===== config.mk =====
export PLATFORM = sky130hd
export DESIGN_NAME = pfa_frame_sync
export DESIGN_NICKNAME = d
export VERILOG_FILES = /design/src/pfa_pkg.sv /design/src/pfa_frame_sync.sv /design/src/pfa_frame_counter.sv
export VERILOG_INCLUDE_DIRS = /design/src
export SDC_FILE = /design/constraint.sdc
export NUM_CORES = 1
export LEC_CHECK = 0
export BUFFER_PORTS_ARGS = -buffer_cell sky130_fd_sc_hd__buf_2
export CAP_MARGIN = 20
export CELL_PAD_IN_SITES_DETAIL_PLACEMENT = 1
export CELL_PAD_IN_SITES_GLOBAL_PLACEMENT = 1
export CORE_ASPECT_RATIO = 1.2
export CORE_MARGIN = 3
export CORE_UTILIZATION = 30
export CTS_CLUSTER_DIAMETER = 60
export DETAILED_ROUTE_END_ITERATION = 12
export PLACE_DENSITY_LB_ADDON = 0.1
export RECOVER_POWER = 50
export SETUP_SLACK_MARGIN = 0.2
export SYNTH_ARGS = -nofsm -noshare
export SYNTH_HDL_FRONTEND = slang
export SYNTH_SLANG_ARGS = --single-unit

===== constraint.sdc =====
create_clock -name clock -period 4.55 [get_ports clock]
set_input_delay 0.91 -clock clock [delete_from_list [all_inputs] [get_ports clock]]
set_output_delay 0.91 -clock clock [all_outputs]
set_load 0.01 [all_outputs]

===== src/pfa_params.svh =====
// Constants of the frame alignment and sync unit.
// Assumes a 25 MHz system clock and 32-bit AXI4-Lite register access.
`ifndef PFA_PARAMS_SVH
`define PFA_PARAMS_SVH

// Register indices; byte address is four times the index.
`define PFA_IDX_SLIP_CFG 8'h0c
`define PFA_IDX_RX_IN_OFS 8'h0d
`define PFA_IDX_SEND_IN_OFS 8'h0e
`define PFA_IDX_SEND_OUT_OFS 8'h0f
`define PFA_IDX_AUX_OFS 8'h10
`define PFA_IDX_PHASE_OFS 8'h11
`define PFA_IDX_CTRL 8'h12
`define PFA_IDX_STATUS 8'h13

// Field positions of frame_slip_config.
`define PFA_SLIP_IV_MSB 4
`define PFA_SLIP_NF_BIT 5
`define PFA_SLIP_EXT_BIT 6

// Field positions of bit_phase_offsets.
`define PFA_PH_RX_LSB 0
`define PFA_PH_SI_LSB 2
`define PFA_PH_SO_LSB 4
`define PFA_PH_AUX_LSB 6

// Field positions of the control register.
`define PFA_CTRL_UNLOCK_BIT 0
`define PFA_CTRL_EDGE_BIT 1
`define PFA_CTRL_LEN_BIT 2
`define PFA_CTRL_POL_BIT 3

// Reset values.
`define PFA_RST_SLIP_CFG 7'h28
`define PFA_RST_OFS 8'h00
`define PFA_RST_CTRL 4'h0

// Timing, in nanoseconds, and derived counts of system clock cycles.
`define PFA_CLK_NS 40
`define PFA_FRAME_NS 125000
`define PFA_SLIP_STEP_NS 2000
`define PFA_SLIP_TARGET_NS 62500
`define PFA_FRAME_CYC (`PFA_FRAME_NS / `PFA_CLK_NS)
`define PFA_SLIP_STEP_CYC (`PFA_SLIP_STEP_NS / `PFA_CLK_NS)
`define PFA_SLIP_TARGET_CYC (`PFA_SLIP_TARGET_NS / `PFA_CLK_NS)

// AXI responses.
`define PFA_RESP_OKAY 2'b00
`define PFA_RESP_SLVERR 2'b10

`endif


===== src/pfa_pkg.sv =====
// Types shared by the frame alignment and sync unit.
// Assumes nothing beyond a SystemVerilog compiler.
package pfa_pkg;

    // Frame position: {channel[4:0], bit slot[2:0], phase[1:0]}.
    typedef logic [9:0] pfa_pos_t;

    // States of the frame sync output generator.
    typedef enum logic [1:0] {
        FSO_IDLE,
        FSO_WAIT,
        FSO_ACTIVE
    } pfa_fso_e;

endpackage


===== src/pfa_frame_sync.sv =====
// Frame timing unit: reference selection, frame slip and frame alignment.
// Assumes a 25 MHz clock, an AXI4-Lite master and asynchronous pins.
//
// Decided for this implementation: the AXI4-Lite interface to the registers.
`timescale 1ns/1ps
`include "pfa_params.svh"
module pfa_frame_sync
    import pfa_pkg::*;
(
    input wire logic clock,
    input wire logic rst_n,
    input wire logic [7:0] s_axi_awaddr,
    input wire logic s_axi_awvalid,
    output logic s_axi_awready,
    input wire logic [31:0] s_axi_wdata,
    input wire logic [3:0] s_axi_wstrb,
    input wire logic s_axi_wvalid,
    output logic s_axi_wready,
    output logic [1:0] s_axi_bresp,
    output logic s_axi_bvalid,
    input wire logic s_axi_bready,
    input wire logic [7:0] s_axi_araddr,
    input wire logic s_axi_arvalid,
    output logic s_axi_arready,
    output logic [31:0] s_axi_rdata,
    output logic [1:0] s_axi_rresp,
    output logic s_axi_rvalid,
    input wire logic s_axi_rready,
    input wire logic normal_ref_clock,
    input wire logic fast_ref_clock,
    input wire logic ext_ref_clock,
    input wire logic normal_buffer_sync_n,
    input wire logic fast_buffer_sync_n,
    input wire logic serial_clock_in,
    input wire logic frame_sync_in,
    output logic pll_ref_clock,
    output logic buffer_sync_n,
    output logic frame_sync_out,
    output logic frame_slip,
    output pfa_pos_t rx_in_pos,
    output pfa_pos_t send_in_pos,
    output pfa_pos_t send_out_pos,
    output pfa_pos_t aux_pos
);

    localparam int FRAME_CYC = `PFA_FRAME_CYC;
    localparam int STEP_CYC = `PFA_SLIP_STEP_CYC;
    localparam int TARGET_CYC = `PFA_SLIP_TARGET_CYC;

    // Word index of a byte address, or 8'hff when misaligned.
    function automatic logic [7:0] word_index(input logic [7:0] addr);
        word_index = (addr[1:0] == 2'b00) ? {2'b00, addr[7:2]} : 8'hff;
    endfunction

    // Initial counter value from a frame offset and a phase offset.
    function automatic pfa_pos_t start_pos(input logic [7:0] ofs,
                                           input logic [1:0] ph);
        start_pos = {ofs, ph};
    endfunction

    // Registers.
    logic [6:0] slip_cfg_q;
    logic [7:0] rx_ofs_q;
    logic [7:0] si_ofs_q;
    logic [7:0] so_ofs_q;
    logic [7:0] aux_ofs_q;
    logic [7:0] phase_q;
    logic [3:0] ctrl_q;
    logic [7:0] slip_count_q;

    wire logic unlock = ctrl_q[`PFA_CTRL_UNLOCK_BIT];
    wire logic sample_rise = ctrl_q[`PFA_CTRL_EDGE_BIT];
    wire logic long_sync = ctrl_q[`PFA_CTRL_LEN_BIT];
    wire logic active_high = ctrl_q[`PFA_CTRL_POL_BIT];

    // Pin synchronisers: three stages, a change counts when two agree.
    localparam int NPIN = 7;
    // Idle pin levels, so that reset release shows no false edge.
    localparam logic [NPIN-1:0] PIN_IDLE = 7'h58;
    logic [NPIN-1:0] pin_s1_q;
    logic [NPIN-1:0] pin_s2_q;
    logic [NPIN-1:0] pin_s3_q;
    logic [NPIN-1:0] pin_lvl_q;
    logic [NPIN-1:0] pin_prev_q;
    wire logic [NPIN-1:0] pin_raw = {frame_sync_in, serial_clock_in,
        fast_buffer_sync_n, normal_buffer_sync_n, ext_ref_clock,
        fast_ref_clock, normal_ref_clock};

    always_ff @(posedge clock or negedge rst_n) begin
        if (!rst_n) begin
            pin_s1_q <= PIN_IDLE;
            pin_s2_q <= PIN_IDLE;
            pin_s3_q <= PIN_IDLE;
            pin_lvl_q <= PIN_IDLE;
            pin_prev_q <= PIN_IDLE;
        end else begin
            pin_s1_q <= pin_raw;
            pin_s2_q <= pin_s1_q;
            pin_s3_q <= pin_s2_q;
            pin_lvl_q <= (pin_s2_q & pin_s3_q) |
                         (pin_lvl_q & (pin_s2_q | pin_s3_q));
            pin_prev_q <= pin_lvl_q;
        end
    end

    wire logic sclk_rise = pin_lvl_q[5] & ~pin_prev_q[5];
    wire logic sclk_fall = ~pin_lvl_q[5] & pin_prev_q[5];
    wire logic fsi_lvl = pin_lvl_q[6];

    // Reference clock and buffer sync selection.
    logic sel_sync_n;
    always_comb begin
        sel_sync_n = slip_cfg_q[`PFA_SLIP_NF_BIT] ? pin_lvl_q[3]
                                                   : pin_lvl_q[4];
    end

    always_ff @(posedge clock or negedge rst_n) begin
        if (!rst_n) begin
            pll_ref_clock <= 1'b0;
            buffer_sync_n <= 1'b1;
        end else begin
            if (slip_cfg_q[`PFA_SLIP_EXT_BIT]) begin
                pll_ref_clock <= pin_lvl_q[2];
            end else if (slip_cfg_q[`PFA_SLIP_NF_BIT]) begin
                pll_ref_clock <= pin_lvl_q[0];
            end else begin
                pll_ref_clock <= pin_lvl_q[1];
            end
            buffer_sync_n <= sel_sync_n;
        end
    end

    // Active edge of the selected (active low) buffer sync.
    logic bsync_prev_q;
    always_ff @(posedge clock or negedge rst_n) begin
        if (!rst_n) begin
            bsync_prev_q <= 1'b1;
        end else begin
            bsync_prev_q <= sel_sync_n;
        end
    end
    wire logic bsync_pulse = bsync_prev_q & ~sel_sync_n;

    // Frame timer; its wrap starts a frame sync output pulse.
    logic [11:0] frame_tmr_q;
    logic [11:0] dist_after;
    logic [11:0] dist_before;
    logic [11:0] safety_cyc;
    logic slip_now;
    always_comb begin
        dist_after = frame_tmr_q;
        dist_before = 12'(FRAME_CYC) - frame_tmr_q;
        safety_cyc = 12'(slip_cfg_q[`PFA_SLIP_IV_MSB:0] * STEP_CYC);
        slip_now = bsync_pulse &&
                   (dist_after < safety_cyc || dist_before < safety_cyc);
    end
    wire logic frame_wrap = (frame_tmr_q == 12'(FRAME_CYC - 1));

    always_ff @(posedge clock or negedge rst_n) begin
        if (!rst_n) begin
            frame_tmr_q <= '0;
        end else if (slip_now) begin
            frame_tmr_q <= 12'(FRAME_CYC - TARGET_CYC);
        end else if (frame_wrap) begin
            frame_tmr_q <= '0;
        end else begin
            frame_tmr_q <= frame_tmr_q + 12'h001;
        end
    end

    always_ff @(posedge clock or negedge rst_n) begin
        if (!rst_n) begin
            frame_slip <= 1'b0;
            slip_count_q <= '0;
        end else begin
            frame_slip <= slip_now;
            if (slip_now) begin
                slip_count_q <= slip_count_q + 8'h01;
            end
        end
    end

    // Frame sync output generator, driven on the non-sampling edge.
    pfa_fso_e fso_q;
    logic [1:0] fso_cnt_q;
    wire logic drive_edge = sample_rise ? sclk_fall : sclk_rise;
    always_ff @(posedge clock or negedge rst_n) begin
        if (!rst_n) begin
            fso_q <= FSO_IDLE;
            fso_cnt_q <= '0;
        end else begin
            unique case (fso_q)
                FSO_IDLE: begin
                    if (frame_wrap) begin
                        fso_q <= FSO_WAIT;
                    end
                end
                FSO_WAIT: begin
                    if (drive_edge) begin
                        fso_q <= FSO_ACTIVE;
                        fso_cnt_q <= long_sync ? 2'd2 : 2'd1;
                    end
                end
                FSO_ACTIVE: begin
                    if (drive_edge) begin
                        if (fso_cnt_q == 2'd1) begin
                            fso_q <= FSO_IDLE;
                        end
                        fso_cnt_q <= fso_cnt_q - 2'd1;
                    end
                end
            endcase
        end
    end

    always_ff @(posedge clock or negedge rst_n) begin
        if (!rst_n) begin
            frame_sync_out <= 1'b1;
        end else begin
            frame_sync_out <= (fso_q == FSO_ACTIVE) ~^ active_high;
        end
    end

    // Frame sync detection on the chosen serial clock edge.
    logic fsi_smp_q;
    logic det_pend_q;
    wire logic smp_edge = sample_rise ? sclk_rise : sclk_fall;
    wire logic fsi_active = fsi_lvl ~^ active_high;
    wire logic sync_det = smp_edge & fsi_active & ~fsi_smp_q;
    wire logic load_pos = sclk_fall & (sync_det | det_pend_q);

    always_ff @(posedge clock or negedge rst_n) begin
        if (!rst_n) begin
            fsi_smp_q <= 1'b0;
            det_pend_q <= 1'b0;
        end else begin
            if (smp_edge) begin
                fsi_smp_q <= fsi_active;
            end
            if (sync_det && !sclk_fall) begin
                det_pend_q <= 1'b1;
            end else if (sclk_fall) begin
                det_pend_q <= 1'b0;
            end
        end
    end

    // Frame position counters of the four frames.
    pfa_frame_counter u_rx_in (
        .clock(clock),
        .rst_n(rst_n),
        .advance(sclk_fall),
        .load(load_pos),
        .load_val(start_pos(rx_ofs_q,
            phase_q[`PFA_PH_RX_LSB +: 2])),
        .pos_q(rx_in_pos)
    );
    pfa_frame_counter u_send_in (
        .clock(clock),
        .rst_n(rst_n),
        .advance(sclk_fall),
        .load(load_pos),
        .load_val(start_pos(si_ofs_q,
            phase_q[`PFA_PH_SI_LSB +: 2])),
        .pos_q(send_in_pos)
    );
    pfa_frame_counter u_send_out (
        .clock(clock),
        .rst_n(rst_n),
        .advance(sclk_fall),
        .load(load_pos),
        .load_val(start_pos(so_ofs_q,
            phase_q[`PFA_PH_SO_LSB +: 2])),
        .pos_q(send_out_pos)
    );
    pfa_frame_counter u_aux (
        .clock(clock),
        .rst_n(rst_n),
        .advance(sclk_fall),
        .load(load_pos),
        .load_val(start_pos(aux_ofs_q,
            phase_q[`PFA_PH_AUX_LSB +: 2])),
        .pos_q(aux_pos)
    );

    // AXI4-Lite write channel.
    logic aw_held_q;
    logic w_held_q;
    logic [7:0] aw_idx_q;
    logic [7:0] wbyte_q;
    logic [3:0] wnib_q;
    logic wlane_q;
    logic wr_go;
    logic wr_ok;
    assign s_axi_awready = !aw_held_q && !s_axi_bvalid;
    assign s_axi_wready = !w_held_q && !s_axi_bvalid;

    always_comb begin
        wr_go = aw_held_q && w_held_q && !s_axi_bvalid;
        unique case (aw_idx_q)
            `PFA_IDX_SLIP_CFG, `PFA_IDX_RX_IN_OFS, `PFA_IDX_SEND_IN_OFS,
            `PFA_IDX_SEND_OUT_OFS, `PFA_IDX_AUX_OFS, `PFA_IDX_PHASE_OFS:
                wr_ok = unlock;
            `PFA_IDX_CTRL: wr_ok = 1'b1;
            default: wr_ok = 1'b0;
        endcase
    end

    always_ff @(posedge clock or negedge rst_n) begin
        if (!rst_n) begin
            aw_held_q <= 1'b0;
            w_held_q <= 1'b0;
            aw_idx_q <= '0;
            wbyte_q <= '0;
            wlane_q <= 1'b0;
            s_axi_bvalid <= 1'b0;
            s_axi_bresp <= `PFA_RESP_OKAY;
        end else begin
            if (s_axi_awvalid && s_axi_awready) begin
                aw_held_q <= 1'b1;
                aw_idx_q <= word_index(s_axi_awaddr);
            end
            if (s_axi_wvalid && s_axi_wready) begin
                w_held_q <= 1'b1;
                wbyte_q <= s_axi_wdata[7:0];
                wlane_q <= s_axi_wstrb[0];
            end
            if (wr_go) begin
                aw_held_q <= 1'b0;
                w_held_q <= 1'b0;
                s_axi_bvalid <= 1'b1;
                s_axi_bresp <= wr_ok ? `PFA_RESP_OKAY : `PFA_RESP_SLVERR;
            end else if (s_axi_bvalid && s_axi_bready) begin
                s_axi_bvalid <= 1'b0;
            end
        end
    end
    assign wnib_q = wbyte_q[3:0];

    // Register writes; only lane 0 carries data.
    wire logic wr_en = wr_go && wr_ok && wlane_q;
    always_ff @(posedge clock or negedge rst_n) begin
        if (!rst_n) begin
            slip_cfg_q <= `PFA_RST_SLIP_CFG;
            rx_ofs_q <= `PFA_RST_OFS;
            si_ofs_q <= `PFA_RST_OFS;
            so_ofs_q <= `PFA_RST_OFS;
            aux_ofs_q <= `PFA_RST_OFS;
            phase_q <= `PFA_RST_OFS;
            ctrl_q <= `PFA_RST_CTRL;
        end else if (wr_en) begin
            unique case (aw_idx_q)
                `PFA_IDX_SLIP_CFG: slip_cfg_q <= wbyte_q[6:0];
                `PFA_IDX_RX_IN_OFS: rx_ofs_q <= wbyte_q;
                `PFA_IDX_SEND_IN_OFS: si_ofs_q <= wbyte_q;
                `PFA_IDX_SEND_OUT_OFS: so_ofs_q <= wbyte_q;
                `PFA_IDX_AUX_OFS: aux_ofs_q <= wbyte_q;
                `PFA_IDX_PHASE_OFS: phase_q <= wbyte_q;
                `PFA_IDX_CTRL: ctrl_q <= wnib_q;
                default: ctrl_q <= ctrl_q;
            endcase
        end
    end

    // AXI4-Lite read channel; answers one cycle after the address.
    logic [31:0] rd_word;
    logic rd_hit;
    always_comb begin
        rd_hit = 1'b1;
        rd_word = '0;
        unique case (word_index(s_axi_araddr))
            `PFA_IDX_SLIP_CFG: rd_word = {25'h0, slip_cfg_q};
            `PFA_IDX_RX_IN_OFS: rd_word = {24'h0, rx_ofs_q};
            `PFA_IDX_SEND_IN_OFS: rd_word = {24'h0, si_ofs_q};
            `PFA_IDX_SEND_OUT_OFS: rd_word = {24'h0, so_ofs_q};
            `PFA_IDX_AUX_OFS: rd_word = {24'h0, aux_ofs_q};
            `PFA_IDX_PHASE_OFS: rd_word = {24'h0, phase_q};
            `PFA_IDX_CTRL: rd_word = {28'h0, ctrl_q};
            `PFA_IDX_STATUS: rd_word = {12'h0, fsi_lvl,
                fso_q == FSO_ACTIVE, rx_in_pos, slip_count_q};
            default: rd_hit = 1'b0;
        endcase
    end

    assign s_axi_arready = !s_axi_rvalid;
    always_ff @(posedge clock or negedge rst_n) begin
        if (!rst_n) begin
            s_axi_rvalid <= 1'b0;
            s_axi_rdata <= '0;
            s_axi_rresp <= `PFA_RESP_OKAY;
        end else if (s_axi_arvalid && s_axi_arready) begin
            s_axi_rvalid <= 1'b1;
            s_axi_rdata <= rd_word;
            s_axi_rresp <= rd_hit ? `PFA_RESP_OKAY : `PFA_RESP_SLVERR;
        end else if (s_axi_rvalid && s_axi_rready) begin
            s_axi_rvalid <= 1'b0;
        end
    end

endmodule // pfa_frame_sync


===== src/pfa_frame_counter.sv =====
// Frame position counter of one serial frame.
// Assumes load and advance are one-cycle pulses of the system clock.
`timescale 1ns/1ps
module pfa_frame_counter
    import pfa_pkg::*;
(
    input wire logic clock,
    input wire logic rst_n,
    input wire logic advance,
    input wire logic load,
    input wire pfa_pos_t load_val,
    output pfa_pos_t pos_q
);

    // Loads on detected frame sync, else steps one phase per serial clock.
    always_ff @(posedge clock or negedge rst_n) begin
        if (!rst_n) begin
            pos_q <= '0;
        end else if (load) begin
            pos_q <= load_val;
        end else if (advance) begin
            pos_q <= pos_q + 10'h001;
        end
    end

endmodule // pfa_frame_counter


==> flow_metrics.py, run 1 <==
metrics = {
    "timing": {
        "finalCritPeriodShare_pct": 88.4,
        "max_freq_mhz": 249,
        "slew_headroom_pct": -113,
        "skew_ps": 20.8,
        "maxSlewViolCount": 86,
        "tightest_slew_ps": 3190,
        "fin_setup_tns_ps": 0,
        "setup_viol": 0,
        "period_needed_ps": 4020,
        "final-hold-violation-count": 0,
        "rsz0062_at_grt": "false",
    },
    "pwr": {
        "p_int_mw": 3.57,
        "p_leak_nw": 5.29,
        "p_sw_share_pct": 37.9,
        "p_total_mw": 5.75,
        "powerDensity_mw_per_mm2": 507,
        "power_frac_comb_pct": 29.6,
        "ir_drop_mv": 0.226,
        "p_clk_share_pct": 26.4,
        "seqPwrFrac_pct": 44.0,
        "power.switching_mw": 2.18,
    },
    "setup_path": {
        "required_ps": 4870,
        "cpMostUsedCell": "ha_1",
        "cp.arrival_ps": 4340,
        "critPathMaxFanout": 6,
        "ff2ff_path_depth": 15,
        "start_kind": "register",
        "crit_chain": "inv_1 > ha_1 > inv_1 > ha_1 > ha_1 > ha_1 > a21o_1 > a21oi_1 > xnor2_1 > ha_1 > a311o_1 > a311oi_4 > buf_4 > o2111ai_1 > xnor2_1",
        "worstSetupEndpointType": "register",
        "worstSetupPathType": "reg2reg",
        "cpPeakStageDelay_ps": 570,
        "critical_path.slowest_cell": "dfstp_2",
    },
    "synth": {
        "synth_area_per_cell_sq_um": 10.3,
        "ys_seq_elements": 192,
        "synth_area_sq_mm": 0.00978,
        "synth_warnings": 0,
        "syn_inst": 954,
        "async_flop_share_pct": 100,
        "synth.distinct_cells": 69,
        "synth_edf_count": 0,
        "seq_area_frac_synth_pct": 49.3,
        "ys.flop_type": "dfrtp_1",
    },
    "clocking": {
        "cts_tree": "yes",
        "root_buffer": "clkbuf_16",
        "htree_num_levels": 4,
        "clk_latency_ps": 450,
        "path_clk_slew_ps": 70,
        "cts.sink_count": 192,
        "numCtsBuffers": 17,
        "ctsResizeCount": 0,
        "clock_path_buffers": 2,
    },
    "hold_path": {
        "min_path_type": "reg2reg",
        "whs_path_depth": 0,
    },
    "die": {
        "rows": 71,
        "ios": 151,
        "coreArea_sq_mm": 0.0317,
        "start_util_pct": 30.8,
        "die_y_um": 204,
        "chipWidth_um": 171,
        "die-area_sq_mm": 0.0348,
    },
    "cells_and_area": {
        "fillers": 3598,
        "layout-drive-gt1-share_pct": 23.2,
        "post-route-util_pct": 35.7,
        "syn2layout_area_growth_pct": 15.8,
        "nNetsFinal": 1170,
        "diodes": 0,
    },
    "detailed_routing": {
        "wl_per_cell_um": 19.2,
        "vias": 7469,
        "drcViolationCount": 0,
        "wl_um": 28300,
        "first_pass_iters": 4,
        "drt-initial-drc-count": 281,
        "vias_per_cell": 5.08,
        "ant_nets": 0,
    },
    "run_status": {
        "violations": "max-capacitance violations, max-slew violations",
        "status": "finished, violations left",
    },
    "job": {
        "maxCapViolCount": 2,
    },
    "global_route": {
        "grt_overflow": 0,
        "grt_max_degree": 68,
        "grt_antenna_before_repair": 2,
        "grtUsageTotal_pct": 16.5,
        "grt_pass1_wl_um": 44900,
        "grt_pass1_vias": 7702,
    },
    "placed_design": {
        "place_congestion": 0.765,
        "port_buffers": 109,
        "dp_hpwl_um": 20700,
    },
}
## per-layer routing
layer / track usage, % / up-vias / part of all wire, %
li1: - / 3579 / -
met1: 21.9 / 3766 / 46
met2: 28.2 / 102 / 50
met3: 2.55 / 20 / 2.6
met4: 4.00 / 2 / 1.0
met5: 0 / - / 0.071
## power by group through the flow
stage / registers (mW) / clock network [mW] / logic, mW
finish: 2.53 / 1.52 / 1.70
global route: 2.60 / 1.65 / 1.94
CTS: 2.55 / 1.58 / 1.72
detailed placement: 2.58 / 0 / 1.71
global placement: 2.58 / 0 / 1.67
floorplan: 2.42 / 0 / 1.19
## registers in the layout, indices dropped and copies added, names as in the netlist, 10 cells and up
| register | count |
|---|---|
| dist_after | 12 |
| u_rx_in.pos_q | 10 |
| u_aux.pos_q | 10 |
| u_send_out.pos_q | 10 |
| s_axi_rdata | 20 |
| u_send_in.pos_q | 10 |
## synthesized netlist by cell type, drive strengths merged, types with 2 or more instances
library cell | number | area (sq um)
dfrtp | 176 | 4400
nand2 | 101 | 379
o21ai | 67 | 347
a21oi | 64 | 332
nor2 | 62 | 233
mux2 | 60 | 679
nand3 | 50 | 250
ha | 47 | 588
inv | 35 | 131
clkbuf | 29 | 119
buf | 28 | 183
and3 | 27 | 173
a22oi | 19 | 143
xnor2 | 17 | 156
dfstp | 16 | 420
xor2 | 16 | 140
nor3 | 14 | 85.1
a31oi | 12 | 75.1
o211ai | 11 | 87.6
and2 | 10 | 63.8
a21o | 8 | 60.1
o21a | 8 | 60.1
maj3 | 7 | 70.1
nor2b | 7 | 43.8
o22ai | 7 | 43.8
nand4 | 5 | 31.3
a221oi | 4 | 35.0
a222oi | 4 | 40.0
a22o | 4 | 35.0
nor3b | 4 | 35.0
o311ai | 4 | 35.0
mux2i | 3 | 30.0
a211oi | 2 | 15.0
a311o | 2 | 20.0
and4b | 2 | 20.0
nand2b | 2 | 20.0
nand3b | 2 | 15.0
or3 | 2 | 12.5
## layout make-up
type / count / area [sq um] / share of cell area [%]
inverter: 35 / 131 / 1.16
clock buffer: 17 / 425 / 3.75
sequential: 192 / 4820 / 42.6
multi-input combinational: 683 / 4590 / 40.5
tap: 401 / 502 / 4.43
timing repair buffer: 127 / 702 / 6.19
clock inverter: 15 / 163 / 1.44
## final timing paths
kind | slack [ps] | from | to
max | 530 | slip_cfg_q[3] | slip_count_q[7]
max in group asynchronous | 870 | rst_n | dist_after[8]
min reg2reg | 350 | pin_s1_q[0] | pin_s2_q[0]
min in group asynchronous | 1520 | rst_n | s_axi_rdata[12]
min | 350 | pin_s1_q[0] | pin_s2_q[0]
max reg2reg | 530 | slip_cfg_q[3] | slip_count_q[7]
## critical path: cells and delay by family (launching register included)
| family | cells | cell delay [ps] |
|---|---|---|
| adder cells (fa/ha/maj) | 5 | 1490 |
| AO/OA/AOI/OAI | 5 | 1180 |
| flip-flops | 1 | 570 |
| XOR/XNOR | 2 | 360 |
| buffers and inverters | 3 | 310 |
## per-stage QoR
stage	setup slack [ps]	instances	hold slack (ps)	area (sq um)
floorplan	755	967	331	9830
global placement	417	1433	334	10700
detailed placement	335	1433	336	10700
CTS	321	1465	353	11300
global route	160	1470	362	11300
finish	530	1470	352	11300
## cells in the final DEF (no fill, tap or decap), drive strengths merged, types with 5 or more instances in the layout
cell	count
maj3	7
o21ai	67
dfrtp	176
xnor2	17
nor2	62
conb	14
nor3	14
dfstp	16
and3	27
a31oi	12
o22ai	7
nor2b	7
and2	10
nand2	101
a21oi	64
o211ai	11
ha	47
o21a	8
clkbuf	19
xor2	16
mux2	60
a22oi	19
inv	44
buf	125
nand4	5
a21o	8
nand3	50
## repair_timing
action | in CTS | in global routing
setup buffers | 0 | 5
hold buffers | 0 | 0
endpoints found under the hold margin | 0 | 0
setup endpoints to repair | 0 | 15
## logic make-up (layout without fill, tap and decap cells)
| group | after synthesis | in the layout | synth area share, % |
|---|---|---|---|
| and+or+nand+nor | 292 | 292 | 14.3 |
| muxes | 63 | 63 | 7.25 |
| other | 1 | 14 | 0.0383 |
| xor gates and xnor gates | 33 | 33 | 3.03 |
| DFF | 192 | 192 | 49.3 |
| AOI/OAI and AO/OA | 226 | 226 | 14.7 |
| buffers and inverters | 92 | 194 | 4.43 |
| adders and majority gates | 55 | 55 | 6.93 |
Note: power is estimated with default switching activity, not from simulation.
==> run 2, diff against run 1 <==
==> constraint.sdc (replaced) <==
create_clock -name clock -period 4.5 [get_ports clock]
set_input_delay 0.9 -clock clock [delete_from_list [all_inputs] [get_ports clock]]
set_output_delay 0.9 -clock clock [all_outputs]
set_load 0.01 [all_outputs]
==> flow_metrics.py, run 2 (same netlist as run 1, synthesis figures left out) <==
metrics = {
    "run_status": {
        "status": "finished, violations left",
        "violations": "max-capacitance violations, max-slew violations",
    },
    "clocking": {
        "clk_latency_ps": 450,
        "cts.sink_count": 192,
        "root_buffer": "clkbuf_16",
        "cts-hold-fix-buffers": 0,
        "numCtsBuffers": 17,
        "clock_path_buffers": 2,
        "path_clk_slew_ps": 80,
        "cts_tree": "yes",
        "htree_num_levels": 4,
        "ctsResizeCount": 0,
    },
    "setup_path": {
        "start_kind": "register",
        "critPathMaxFanout": 6,
        "crit_chain": "inv_1 > ha_1 > inv_1 > ha_1 > ha_1 > ha_1 > a21o_1 > a21oi_1 > xnor2_1 > ha_1 > a311o_1 > a311oi_4 > buf_4 > o2111ai_1 > xnor2_1",
        "crit_family": "adder cells",
        "worstSetupPathType": "reg2reg",
        "worstSetupEndpointType": "register",
        "cp_num_buf_inv": 3,
        "required_ps": 4820,
        "critical_path.slowest_cell": "dfstp_2",
        "cpPeakStageDelay_ps": 620,
        "cp.arrival_ps": 4380,
        "cpMostUsedCell": "ha_1",
    },
    "die": {
        "chipWidth_um": 171,
        "ios": 151,
        "die-area_sq_mm": 0.0348,
        "coreArea_sq_mm": 0.0317,
        "start_util_pct": 30.8,
        "die_y_um": 204,
        "rows": 71,
    },
    "global_route": {
        "grt_antenna_before_repair": 2,
        "grt_pass1_wl_um": 44800,
        "grtUsageTotal_pct": 16.5,
        "grt_max_degree": 88,
        "grt_pass1_vias": 7697,
        "grt_overflow": 0,
    },
    "timing": {
        "rsz0062_at_grt": "false",
        "fin_setup_tns_ps": 0,
        "max_freq_mhz": 247,
        "finalCritPeriodShare_pct": 90.0,
        "skew_ps": 18.0,
        "slew_headroom_pct": -52.9,
        "final-hold-violation-count": 0,
        "period_needed_ps": 4050,
        "maxSlewViolCount": 146,
        "setup_viol": 0,
        "tightest_slew_ps": 2290,
    },
    "detailed_routing": {
        "ant_nets": 0,
        "vias": 7485,
        "drcViolationCount": 0,
        "wl_um": 28400,
        "vias_per_cell": 5.11,
        "drt-initial-drc-count": 366,
        "wl_per_cell_um": 19.4,
        "first_pass_iters": 7,
    },
    "cells_and_area": {
        "most-common-layout-cells": "dfrtp_1, buf_2, nand2_1",
        "syn2layout_area_growth_pct": 14.9,
        "layout-drive-gt1-share_pct": 22.8,
        "design_area_sq_mm": 0.0112,
        "nNetsFinal": 1164,
        "diodes": 0,
        "largest_reg_flops": 20,
        "mostFrequentLayoutCell": "dfrtp_1",
        "largest-register": "s_axi_rdata",
    },
    "hold_path": {
        "min_path_type": "reg2reg",
    },
    "pwr": {
        "p_total_mw": 5.75,
        "powerDensity_mw_per_mm2": 511,
        "ir_drop_mv": 0.184,
        "p_leak_nw": 5.23,
    },
    "placed_design": {
        "dp_hpwl_um": 20600,
        "port_buffers": 109,
        "place_congestion": 0.755,
        "dpl_cell_area_sq_mm": 0.0107,
    },
    "job": {
        "maxCapViolCount": 3,
    },
}
==> run 2: changes by cell type in the layout (fill, tap and decap cells not counted), moves of 2 or more <==
| cell | delta |
|---|---|
| inv_8 | +5 |
| clkinv_4 | +2 |
| inv_6 | -7 |
| buf_4 | -7 |
| clkbuf_1 | +2 |
| clkinv_8 | -2 |
==> run 2: what timing repair did <==
action | 4_1_cts | 5_1_grt
buffers inserted | 0 | 1
setup endpoints to repair | 0 | 9
endpoints found under the hold margin | 0 | 0
==> run 2: layout make-up <==
cell class | instances | area [sq um]
Fill cell | 3604 | 20500
Sequential cell | 192 | 4820
Multi-Input combinational cell | 683 | 4590
Timing Repair Buffer | 121 | 638
Tap cell | 401 | 502
Clock buffer | 18 | 429
Inverter | 35 | 131
Clock inverter | 14 | 125
==> run 2: final timing paths <==
path,cells after the start,slack [ps],startpoint,end
min in group asynchronous,1,1120,rst_n,s_axi_rdata[12]
worst max register to register,15,450,slip_cfg_q[3],slip_count_q[7]
worst min-delay path,0,350,pin_s1_q[5],pin_s2_q[5]
worst max-delay path,15,450,slip_cfg_q[3],slip_count_q[7]
max in group asynchronous,2,970,rst_n,dist_after[9]
worst min register to register,0,350,pin_s1_q[5],pin_s2_q[5]
==> run 2: worst reg2reg max path, cell delays in order, from the launching register on <==
cell and delay [ps]:
dfstp_2 620, inv_1 80, ha_1 270, inv_1 40
ha_1 280, ha_1 290, ha_1 340, a21o_1 170
a21oi_1 170, xnor2_1 190, ha_1 340, a311o_1 370
a311oi_4 290, buf_4 210, o2111ai_1 130, xnor2_1 160
==> run 2: metal layers <==
layer	part of all wire (%)	vias to the layer above	GRT usage, %
met3	2.8	15	2.73
met1	46	3797	21.9
met2	50	107	28.3
li1	-	3564	-
met5	0.046	-	0
met4	1.1	2	4.05
==> run 2: metrics by stage <==
stage | hold WS [ps] | utilization [%] | setup slack [ps] | cells
3_3_place_gp | 333 | 33.7 | 352 | 1431
2_1_floorplan | 331 | - | 705 | 967
5_1_grt | 355 | 35.5 | 216 | 1464
3_5_place_dp | 339 | 33.7 | 310 | 1431
6_report | 353 | 35.5 | 448 | 1464
4_1_cts | 357 | 35.5 | 296 | 1463
==> run 2: report_power, final <==
part           internal (mW)  switching (mW)
registers               2.05           0.516
clock network          0.731           0.748
logic                  0.757           0.946
total                   3.54            2.21
